--- config.mk ---
export PLATFORM = sky130hd
export DESIGN_NAME = tdb_timer
export DESIGN_NICKNAME = d
export VERILOG_FILES = /design/src/tdb_pkg.sv /design/src/tdb_cc_mem.sv /design/src/tdb_timer.sv
export SDC_FILE = /design/constraint.sdc
export NUM_CORES = 1
export LEC_CHECK = 0
export BUFFER_PORTS_ARGS = -buffer_cell sky130_fd_sc_hd__buf_4
export CORE_UTILIZATION = 40
export CTS_CLUSTER_SIZE = 12
export DETAILED_ROUTE_END_ITERATION = 6
export GPL_ROUTABILITY_DRIVEN = 0
export GPL_TIMING_DRIVEN = 0
export PLACE_DENSITY_LB_ADDON = 0.1
export SKIP_LAST_GASP = 1
export SLEW_MARGIN = 25
export SYNTH_ARGS = -nofsm -noshare
export SYNTH_HDL_FRONTEND = slang
export SYNTH_SLANG_ARGS = --single-unit
--- constraint.sdc ---
create_clock -name pclk -period 3.1 [get_ports pclk]
set_clock_uncertainty 0.15 [all_clocks]
set_input_delay 0.62 -clock pclk [delete_from_list [all_inputs] [get_ports pclk]]
set_output_delay 0.62 -clock pclk [all_outputs]
set_load 0.03 [all_outputs]
--- src/tdb_pkg.sv ---
// Package: register map, field layout, reset values and types of the timer double-buffer block
package tdb_pkg;

   // Register byte offsets
   localparam logic [7:0] OFF_CTRL = 8'h00;        // Control: mode and direction
   localparam logic [7:0] OFF_CLR = 8'h04;         // Control B clear, word address
   localparam logic [7:0] OFF_SET = 8'h08;         // Control B set, word address
   localparam logic [7:0] OFF_STATUS = 8'h0c;      // Buffer valid flags, period and compare
   localparam logic [7:0] OFF_SYNCBUSY = 8'h10;    // Synchronisation busy bits
   localparam logic [7:0] OFF_COUNT = 8'h14;       // Counter value, 8-bit or 32-bit by mode
   localparam logic [7:0] OFF_PER = 8'h18;         // Active period
   localparam logic [7:0] OFF_PER_BUF = 8'h1c;     // Period buffer
   localparam logic [7:0] OFF_INTFLAG = 8'h20;     // Sticky event flags, write one to clear
   localparam logic [7:0] OFF_INTMASK = 8'h24;     // Interrupt mask
   localparam logic [7:0] OFF_CMP0 = 8'h30;        // Compare channels, one word each
   localparam logic [7:0] OFF_CMP_BUF0 = 8'h40;    // Compare buffers, one word each

   // Control field positions
   localparam int CTRL_MODE32_BIT = 0;   // 1: 32-bit counter, 0: 8-bit counter
   localparam int CTRL_DOWN_BIT = 1;     // 1: count down
   localparam int CTRL_ENABLE_BIT = 2;   // 1: counter runs
   localparam int LOCK_UPDATE_BIT = 1;   // Lock-update position in control-B set/clear
   localparam int CMD_LSB = 5;           // Command field in control-B set
   localparam int CMD_W = 3;

   // Commands
   localparam logic [2:0] CMD_NONE = 3'h0;
   localparam logic [2:0] CMD_UPDATE = 3'h3;
   localparam logic [2:0] CMD_READ_SYNC = 3'h4;

   // Reset values
   localparam logic [31:0] COUNT_RESET = 32'h0000_0000;
   localparam logic [31:0] PER_RESET = 32'h0000_00ff;
   localparam logic [31:0] CC_RESET = 32'h0000_0000;
   localparam logic LOCK_RESET = 1'b0;

   // Interrupt event positions
   localparam int EV_UPDATE = 0;   // Hardware or software update took place
   localparam int EV_ERR = 1;      // Write blocked by the access guard
   localparam int EV_W = 2;

   // Read-sync latency in cycles before the snapshot is valid
   localparam int SYNC_CYCLES = 2;

   // APB request grouped for the block
   typedef struct packed {
      logic sel;
      logic enable;
      logic write;
      logic [7:0] addr;
      logic [31:0] wdata;
   } tdb_apb_req_t;

   // Counter control
   typedef struct packed {
      logic mode32;
      logic down;
      logic enable;
   } tdb_ctrl_t;

endpackage

--- src/tdb_cc_mem.sv ---
// Compare store: active and buffer words for each channel, registered read port
`timescale 1ns/1ps
module tdb_cc_mem #(
   parameter int N = 4
) (
   // Clock and reset
   input wire logic pclk,
   input wire logic presetn,
   // Write ports
   input wire logic act_we,
   input wire logic buf_we,
   input wire logic [$clog2(N)-1:0] widx,
   input wire logic [31:0] wdata,
   // Copy buffer into active, one bit per channel
   input wire logic [N-1:0] copy,
   // Registered read port
   input wire logic rbuf,
   input wire logic [$clog2(N)-1:0] ridx,
   output logic [31:0] rdata,
   // Active values for the compare logic
   output logic [N-1:0][31:0] act
);

   // Storage, kept as one state struct
   typedef struct packed {
      logic [N-1:0][31:0] act;
      logic [N-1:0][31:0] bufv;
      logic [31:0] rdata;
   } tdb_mem_st_t;

   tdb_mem_st_t s_q;
   tdb_mem_st_t s_d;

   // Next state: copies first, then writes, then read data
   always_comb begin
      s_d = s_q;
      for (int i = 0; i < N; i++) begin
         if (copy[i]) begin
            s_d.act[i] = s_q.bufv[i];
         end
      end
      if (act_we) begin
         s_d.act[widx] = wdata;
      end
      if (buf_we) begin
         s_d.bufv[widx] = wdata;
      end
      s_d.rdata = rbuf ? s_q.bufv[ridx] : s_q.act[ridx];
   end

   // State register
   always_ff @(posedge pclk or negedge presetn) begin
      if (!presetn) begin
         s_q <= '0;
      end else begin
         s_q <= s_d;
      end
   end

   assign rdata = s_q.rdata;
   assign act = s_q.act;

endmodule

--- src/tdb_timer.sv ---
// Timer double buffering, counter value and APB register file
//
// Design decision made here: register access over APB.
`timescale 1ns/1ps
module tdb_timer #(
   parameter int NCC = 4
) (
   // Clock and reset
   input wire logic pclk,
   input wire logic presetn,
   // APB slave
   input wire logic psel,
   input wire logic penable,
   input wire logic pwrite,
   input wire logic [7:0] paddr,
   input wire logic [31:0] pwdata,
   output logic [31:0] prdata,
   output logic pready,
   output logic pslverr,
   // Interrupt
   output logic irq,
   // Compare match per channel
   output logic [NCC-1:0] cc_match
);

   localparam int IW = $clog2(NCC);

   ////////////////////////////////////////////////////////////////////////////////
   // State
   typedef enum logic [1:0] {ST_IDLE, ST_READ, ST_DONE} tdb_phase_t;

   typedef struct packed {
      tdb_phase_t phase;               // Read pipeline stage
      tdb_pkg::tdb_ctrl_t ctrl;        // Mode, direction, enable
      logic lock;                      // Lock-update bit
      logic [31:0] count;              // Running counter
      logic [31:0] snap;               // Count as last synchronised for reading
      logic [1:0] sync_cnt;            // Read-sync in flight
      logic [31:0] per;                // Active period
      logic [31:0] period_buffer;             // Period buffer
      logic per_v;                     // Period buffer valid
      logic [NCC-1:0] cc_v;            // Compare buffer valid
      logic [tdb_pkg::EV_W-1:0] flag;  // Sticky events
      logic [tdb_pkg::EV_W-1:0] mask;  // Interrupt mask
      logic [31:0] rdata;              // Read data register
      logic err;                       // Error answer for current access
      logic [NCC-1:0] match;           // Registered compare match
   } tdb_st_t;

   tdb_st_t s_q;
   tdb_st_t s_d;

   ////////////////////////////////////////////////////////////////////////////////
   // Address helpers
   function automatic logic is_cc(input logic [7:0] a, input logic [7:0] base);
      return (a >= base) && (a < base + 8'(4 * NCC)) && (a[1:0] == 2'b00);
   endfunction

   function automatic logic [IW-1:0] cc_idx(input logic [7:0] a, input logic [7:0] base);
      logic [7:0] d;
      d = a - base;
      return d[IW+1:2];
   endfunction

   ////////////////////////////////////////////////////////////////////////////////
   // Bus decode
   logic acc;         // Access phase of an APB transfer
   logic wr;          // Write takes effect this edge
   logic rd_start;    // First access cycle of a read
   logic hit_cc;
   logic hit_ccbuf;
   logic [IW-1:0] idx;
   logic [2:0] cmd;
   logic mem_act_we;
   logic mem_buf_we;
   logic [NCC-1:0] copy;
   logic [31:0] mem_rdata;
   logic [NCC-1:0][31:0] cc_act;
   logic hw_update;
   logic sw_update;
   logic do_update;
   logic guard_err;
   logic known;
   logic rd_guard;    // Read of an active word made invalid by a pending buffer

   assign acc = psel && penable;
   assign hit_cc = is_cc(paddr, tdb_pkg::OFF_CMP0);
   assign hit_ccbuf = is_cc(paddr, tdb_pkg::OFF_CMP_BUF0);
   assign idx = hit_cc ? cc_idx(paddr, tdb_pkg::OFF_CMP0) : cc_idx(paddr, tdb_pkg::OFF_CMP_BUF0);
   assign cmd = pwdata[tdb_pkg::CMD_LSB +: tdb_pkg::CMD_W];

   // Reads take two cycles so the memory's registered port can be used
   // Ready stands only in the access phase, never while the bus is idle
   assign pready = acc && (pwrite || s_q.phase == ST_DONE);
   assign rd_start = acc && !pwrite && s_q.phase == ST_IDLE;
   assign wr = acc && pwrite;

   // Known addresses; anything else answers with an error
   always_comb begin
      case (paddr)
         tdb_pkg::OFF_CTRL, tdb_pkg::OFF_CLR, tdb_pkg::OFF_SET, tdb_pkg::OFF_STATUS,
         tdb_pkg::OFF_SYNCBUSY, tdb_pkg::OFF_COUNT, tdb_pkg::OFF_PER, tdb_pkg::OFF_PER_BUF,
         tdb_pkg::OFF_INTFLAG, tdb_pkg::OFF_INTMASK: known = 1'b1;
         default: known = hit_cc || hit_ccbuf;
      endcase
   end

   // Writes to a pending compare active or buffer word, or in 8-bit mode a pending period word, are refused
   always_comb begin
      guard_err = 1'b0;
      if (wr) begin
         if ((paddr == tdb_pkg::OFF_PER || paddr == tdb_pkg::OFF_PER_BUF)
             && s_q.per_v && !s_q.ctrl.mode32) begin
            guard_err = 1'b1;
         end
         if ((hit_cc || hit_ccbuf) && s_q.cc_v[idx]) begin
            guard_err = 1'b1;
         end
      end
   end

   // Reads of an active compare word, or in 8-bit mode the active period, whose buffer is still pending are invalid
   assign rd_guard = !pwrite && ((hit_cc && s_q.cc_v[idx])
                     || (paddr == tdb_pkg::OFF_PER && s_q.per_v && !s_q.ctrl.mode32));

   // Update sources: counter at its end, or the software command
   assign hw_update = s_q.ctrl.enable && (s_q.ctrl.down ? (s_q.count == 32'h0000_0000)
                                                       : (s_q.count == s_q.per));
   assign sw_update = wr && paddr == tdb_pkg::OFF_SET && cmd == tdb_pkg::CMD_UPDATE;
   assign do_update = (hw_update && !s_q.lock) || sw_update;

   assign copy = do_update ? s_q.cc_v : '0;
   assign mem_act_we = wr && hit_cc && !guard_err;
   assign mem_buf_we = wr && hit_ccbuf && !guard_err;

   ////////////////////////////////////////////////////////////////////////////////
   // Compare store
   tdb_cc_mem #(
      .N(NCC)
   ) i_tdb_cc_mem (
      .pclk(pclk),
      .presetn(presetn),
      .act_we(mem_act_we),
      .buf_we(mem_buf_we),
      .widx(idx),
      .wdata(pwdata),
      .copy(copy),
      .rbuf(hit_ccbuf),
      .ridx(idx),
      .rdata(mem_rdata),
      .act(cc_act)
   );

   ////////////////////////////////////////////////////////////////////////////////
   // Next state
   always_comb begin
      logic [31:0] rv;
      logic [tdb_pkg::EV_W-1:0] ev;
      rv = 32'h0000_0000;
      ev = '0;
      s_d = s_q;

      // Counter: wraps at period or zero
      if (s_q.ctrl.enable) begin
         if (s_q.ctrl.down) begin
            s_d.count = (s_q.count == 32'h0000_0000) ? s_q.per : s_q.count - 32'h0000_0001;
         end else begin
            s_d.count = (s_q.count == s_q.per) ? 32'h0000_0000 : s_q.count + 32'h0000_0001;
         end
      end
      if (!s_q.ctrl.mode32) begin
         s_d.count[31:8] = 24'h00_0000;   // 8-bit counter keeps upper bits clear
      end

      // Double-buffer transfer and automatic valid clear
      if (do_update) begin
         if (s_q.per_v) begin
            s_d.per = s_q.period_buffer;
         end
         s_d.per_v = 1'b0;
         s_d.cc_v = '0;
         ev[tdb_pkg::EV_UPDATE] = 1'b1;
      end

      // Read-sync pipeline takes a count snapshot after a short delay
      if (s_q.sync_cnt != 2'h0) begin
         s_d.sync_cnt = s_q.sync_cnt - 2'h1;
         if (s_q.sync_cnt == 2'h1) begin
            s_d.snap = s_q.count;
         end
      end

      // Register writes
      if (wr && !guard_err) begin
         case (paddr)
            tdb_pkg::OFF_CTRL: begin
               s_d.ctrl.mode32 = pwdata[tdb_pkg::CTRL_MODE32_BIT];
               s_d.ctrl.down = pwdata[tdb_pkg::CTRL_DOWN_BIT];
               s_d.ctrl.enable = pwdata[tdb_pkg::CTRL_ENABLE_BIT];
            end
            tdb_pkg::OFF_CLR: begin
               if (pwdata[tdb_pkg::LOCK_UPDATE_BIT]) begin
                  s_d.lock = 1'b0;
               end
            end
            tdb_pkg::OFF_SET: begin
               if (pwdata[tdb_pkg::LOCK_UPDATE_BIT]) begin
                  s_d.lock = 1'b1;
               end
               if (cmd == tdb_pkg::CMD_READ_SYNC) begin
                  s_d.sync_cnt = 2'(tdb_pkg::SYNC_CYCLES);
               end
            end
            tdb_pkg::OFF_COUNT: begin
               s_d.count = s_q.ctrl.mode32 ? pwdata : {24'h00_0000, pwdata[7:0]};
            end
            tdb_pkg::OFF_PER: begin
               s_d.per = s_q.ctrl.mode32 ? pwdata : {24'h00_0000, pwdata[7:0]};
            end
            tdb_pkg::OFF_PER_BUF: begin
               // Buffered only in 8-bit mode; 32-bit mode writes straight through
               if (s_q.ctrl.mode32) begin
                  s_d.per = pwdata;
               end else begin
                  s_d.period_buffer = {24'h00_0000, pwdata[7:0]};
                  s_d.per_v = 1'b1;
               end
            end
            tdb_pkg::OFF_INTMASK: begin
               s_d.mask = pwdata[tdb_pkg::EV_W-1:0];
            end
            default: begin
               if (hit_ccbuf) begin
                  s_d.cc_v[idx] = 1'b1;
               end
            end
         endcase
      end

      // Sticky flags: new events win over a write-one clear
      if (guard_err) begin
         ev[tdb_pkg::EV_ERR] = 1'b1;
      end
      if (wr && paddr == tdb_pkg::OFF_INTFLAG) begin
         s_d.flag = s_q.flag & ~pwdata[tdb_pkg::EV_W-1:0];
      end
      s_d.flag = s_d.flag | ev;

      // Read data
      case (paddr)
         tdb_pkg::OFF_CTRL: rv = {29'h0, s_q.ctrl.enable, s_q.ctrl.down, s_q.ctrl.mode32};
         tdb_pkg::OFF_CLR, tdb_pkg::OFF_SET: rv = {30'h0, s_q.lock, 1'b0};
         tdb_pkg::OFF_STATUS: rv = {{(31 - NCC){1'b0}}, s_q.cc_v, s_q.per_v};
         // Busy mirrors the valid flags, plus the read-sync in flight
         tdb_pkg::OFF_SYNCBUSY: rv = {{(30 - NCC){1'b0}}, s_q.cc_v, s_q.per_v,
                                      s_q.sync_cnt != 2'h0};
         tdb_pkg::OFF_COUNT: rv = s_q.snap;
         tdb_pkg::OFF_PER: rv = s_q.per;
         tdb_pkg::OFF_PER_BUF: rv = s_q.period_buffer;
         tdb_pkg::OFF_INTFLAG: rv = {30'h0, s_q.flag};
         tdb_pkg::OFF_INTMASK: rv = {30'h0, s_q.mask};
         default: rv = mem_rdata;
      endcase

      // Read phase and error answer
      case (s_q.phase)
         ST_IDLE: begin
            if (rd_start) begin
               s_d.phase = ST_DONE;
            end
         end
         ST_DONE: begin
            s_d.phase = ST_IDLE;
         end
         default: begin
            s_d.phase = ST_IDLE;
         end
      endcase
      // Captured in the first access cycle so that prdata stands with pready
      if (rd_start) begin
         s_d.rdata = rv;
      end
      // Access to a pending active register is treated as invalid
      s_d.err = !known || guard_err || rd_guard;

      for (int i = 0; i < NCC; i++) begin
         s_d.match[i] = (s_q.count == cc_act[i]);
      end
   end

   ////////////////////////////////////////////////////////////////////////////////
   // State register
   always_ff @(posedge pclk or negedge presetn) begin
      if (!presetn) begin
         s_q <= '0;
         s_q.count <= tdb_pkg::COUNT_RESET;
         s_q.snap <= tdb_pkg::COUNT_RESET;
         s_q.per <= tdb_pkg::PER_RESET;
         s_q.lock <= tdb_pkg::LOCK_RESET;
         s_q.phase <= ST_IDLE;
      end else begin
         s_q <= s_d;
      end
   end

   ////////////////////////////////////////////////////////////////////////////////
   // Outputs
   assign prdata = s_q.rdata;
   assign pslverr = acc && pready && (!known || guard_err || rd_guard);
   assign irq = |(s_q.flag & s_q.mask);
   assign cc_match = s_q.match;

endmodule

==> run_results.csv <==
group,metric,value,unit
sta,post-route-period-util,103.4,%
setup_path,regToRegSetupSlack,-0.07,ns
cts,clk_path_buf_depth,3,
pwr,p_seq_share,43.7,%
sta,max_slew_margin,24.63,%
drt,detail_route.wl_per_cell,29.97,um
pwr,max-vdd-ir-drop,0.0003742,V
floorplanning,die_area,0.06126,mm2
grt,grt_pass1_vias,19310,
sta,rsz0062_at_grt,"true",
layout,finalNetCount,2416,
grt,grt_max_degree,93,
setup_path,critical_path.cell_chain,"buf_4, nor4_2, and3_1, clkbuf_1, a22oi_2, nor2_1, o31a_1, buf_6",
placement,portBuffers,58,
drt,postRouteAntennaNets,0,
pwr,pwr-share-clk,44.6,%
sta,setup_viol_count_final,110,
drt,drt_iter0_markers,2557,
floorplanning,start_util,40.69,%
grt,grt.overflow.total,0,
placement,dp_hpwl,68.84,mm
cts,cts_inserted_buffers,50,
setup_path,start_kind,"primary input",
pwr,p_comb_share,11.7,%
yosys,synth-edff-count,0,
min_path,hold_end,"i_tdb_cc_mem.s_q[37]",
min_path,hp-start,"pwdata[5]",
drt,vias_per_cell,6.239,
cts,cts_root_buffer,"clkbuf_16",
cts,cts_sinks,444,
sta,fmaxAchievable,0.3121,GHz
pwr,cellLeakagePower,0.01415,uW
run_status,status,"complete, but fails checks",
layout,drive_gt1_share,27.81,%
yosys,synth_ff_type,"dfrtp_1",
setup_path,cp.required,2.33,ns
sta,whs,0.1173,ns
yosys,synth-seq-cells,444,
setup_path,crit_path_end_kind,"output pin",
layout,fin_util,48.20,%
layout,final_common_cell,"dfrtp_1",
sta,worst_slew_pin_slew,1.126,ns
cts,clkTransAtPathRegs,0.06,ns
yosys,synth_nets,2268,
flow_run,max_cap_viol_count,0,
drt,drt-total-wl,95.39,mm
drt,drc,7,
yosys,synth_area,0.02411,mm2
sta,final.min_clock_period,3.204,ns
floorplanning,core,0.05924,mm2
setup_path,crit_slowest_cell,"nor4_2",
yosys,yosysWarnings,0,
yosys,async_reset_ff_share,100.0,%
sta,hold_violations,0,
setup_path,ff2ff_path_depth,8,
grt,track_usage,31.02,%
yosys,ys_seq_area_share,46.13,%
sta,finalWorstSetupSlack,-0.1039,ns
pwr,p_switching,3738,uW
layout,final_cell_mix,"dfrtp_1, nor2_1, mux2_2",
drt,drt-pass1-iter-count,7,
setup_path,r2r-end,"i_tdb_cc_mem.act[61]",
floorplanning,die_y,247.5,um
drt,vias,19860,
cts,clkLatencyLatePin,0.62,ns
sta,final-max-slew-violation-count,0,
min_path,hold_path.class,"primary input to flip-flop",
floorplanning,die_w,247.5,um
yosys,synth_cell_types,69,
setup_path,worstSetupPathType,"primary input to output pin",
setup_path,rr_startpoint,"s_q[41]",
layout,fillers,5463,
floorplanning,row_count,89,
grt,antenna_found_initial,9,
setup_path,critical_path.max_fanout,7,
setup_path,arrival,2.43,ns
cts,htree_levels,2,
min_path,whs_path_depth,2,
yosys,avgSynthCellArea,10.85,um2
pwr,power_density,492.4,mW/mm2
pwr,p_int,10320,uW
run_status,violations,"design-rule violations, negative setup slack",
grt,grt_pass1_wl,136.6,mm
setup_path,critical_path.max_stage_delay,0.48,ns
layout,synthToLayoutAreaGrowth,18.45,%
cts,tritoncts,"built",
floorplanning,ios,84,
pwr,swShare,26.58,%
yosys,synthCells,2221,
==> metal layers <==
| layer | track usage (%) | vias to the layer above | share of wire (%) |
|---|---|---|---|
| met5 | 0 | - | 0.014 |
| met4 | 14.04 | 2 | 5.5 |
| met3 | 5.807 | 284 | 8.5 |
| met2 | 47.99 | 1074 | 45 |
| met1 | 42.20 | 10130 | 41 |
| li1 | - | 8367 | - |
==> synth_stat cells (all sizes together) (4+ instances only) <==
| master | n | share of area, % |
|---|---|---|
| dfrtp | 436 | 45 |
| nor2 | 223 | 3.5 |
| mux2 | 211 | 9.9 |
| a21oi | 180 | 3.7 |
| xor2 | 170 | 6.2 |
| clkbuf | 165 | 2.6 |
| mux2i | 107 | 4.4 |
| nand2 | 100 | 1.6 |
| buf | 77 | 1.9 |
| mux4 | 65 | 6.1 |
| nor4 | 59 | 1.7 |
| nand3 | 43 | 0.89 |
| a31oi | 39 | 1.0 |
| o21ai | 39 | 0.81 |
| a222oi | 38 | 1.6 |
| a22o | 28 | 1.0 |
| o211ai | 25 | 0.78 |
| nand4 | 24 | 0.69 |
| nor3 | 19 | 0.39 |
| xnor2 | 17 | 0.62 |
| or3 | 12 | 0.31 |
| and3 | 10 | 0.26 |
| inv | 10 | 0.16 |
| a22oi | 9 | 0.28 |
| dfstp | 8 | 0.87 |
| a21o | 7 | 0.22 |
| or2 | 7 | 0.18 |
| nand3b | 6 | 0.19 |
| o221a | 6 | 0.28 |
| a31o | 5 | 0.18 |
| and2 | 5 | 0.13 |
| and4 | 5 | 0.18 |
| nor2b | 5 | 0.13 |
| o31ai | 5 | 0.16 |
| or4 | 5 | 0.16 |
| a221oi | 4 | 0.15 |
| nor4b | 4 | 0.15 |
| o21a | 4 | 0.12 |
==> power by group through the flow <==
stage                     sequential [uW]  combinational [uW]  clock (uW)
after floorplan                      6190                 892           0
after global placement               6240                1490           0
after detailed placement             6250                1530           0
after CTS                            6140                1600        6330
after global routing                 6160                1740        6600
final                                6140                1650        6270
==> timing repair <==
| item | 4_1_cts | 5_1_grt |
|---|---|---|
| hold buffers | 1 | 0 |
| gates cloned | 2 | 5 |
| endpoints found under the setup margin | 371 | 317 |
| resized for setup | 145 | 67 |
| buffers inserted | 29 | 14 |
| pin swaps | 12 | 28 |
| hold endpoints to repair | 29 | 0 |
==> metrics by stage <==
stage | power, uW | setup WS (ns) | instances | cell area (um2) | TNS [ns]
6_report | 14060 | -0.1039 | 3183 | 28550 | -4.059
5_1_grt | 14500 | -0.1450 | 3183 | 28550 | -3.514
4_1_cts | 14080 | -0.09146 | 3170 | 28190 | -1.694
3_5_place_dp | 7774 | -1.160 | 3058 | 25760 | -305.58
3_3_place_gp | 7728 | -3.553 | 3052 | 25560 | -1870.95
2_1_floorplan | 7081 | 0.001186 | 2221 | 24160 | 0
==> critical path, delay by kind of cell <==
kind / cells / cell delay, ns
buf+inv: 3 / 0.62
simple gates: 3 / 0.82
compound gates: 2 / 0.37
==> registers in the layout (all words and copies together), names as in the netlist <==
signal and cells:
i_tdb_cc_mem.s_q 128, cc_match 4, prdata 32, i_tdb_cc_mem.rdata 32, i_tdb_cc_mem.act 128, s_q 120
==> cell families (layout without fill, tap and decap cells) <==
kind of cell,Yosys count,count (layout),synth area share (%)
AND/OR/NAND/NOR,537,537,10.68
flip-flops,444,444,46.13
AO/OA/AOI/OAI,415,415,11.28
multiplexers,383,383,20.37
buffers and inverters,253,441,4.650
XOR/XNOR,187,187,6.794
adder cells (fa/ha/maj),2,2,0.1038
other,0,1,0
==> cell type report <==
cell class / instances / area, um2 / area share [%]
repair buffers: 114 / 1082 / 3.790
diodes: 1 / 2.502 / 0.008763
multi-input cells: 1524 / 12250 / 42.91
clock buffers: 76 / 1563 / 5.473
flip-flops and latches: 444 / 11130 / 38.99
inverters: 11 / 55.05 / 0.1928
clock inverters: 16 / 163.9 / 0.5740
well taps: 773 / 967.2 / 3.387
plain buffers: 224 / 1336 / 4.680
==> how the worst max path moves through the flow <==
stage / start / end / slack (ns) / cells after the start
floorplan: paddr[4] / pslverr / 0.001 / 6
global route: s_q[41] / pslverr / -0.14 / 5
CTS: s_q[41] / pslverr / -0.09 / 5
finish: paddr[6] / pslverr / -0.10 / 8
global placement: presetn / i_tdb_cc_mem.s_q[148] / -3.55 / 1
detailed placement: paddr[2] / i_tdb_cc_mem.act[124] / -1.16 / 8
(Power assumes the default switching activity.)
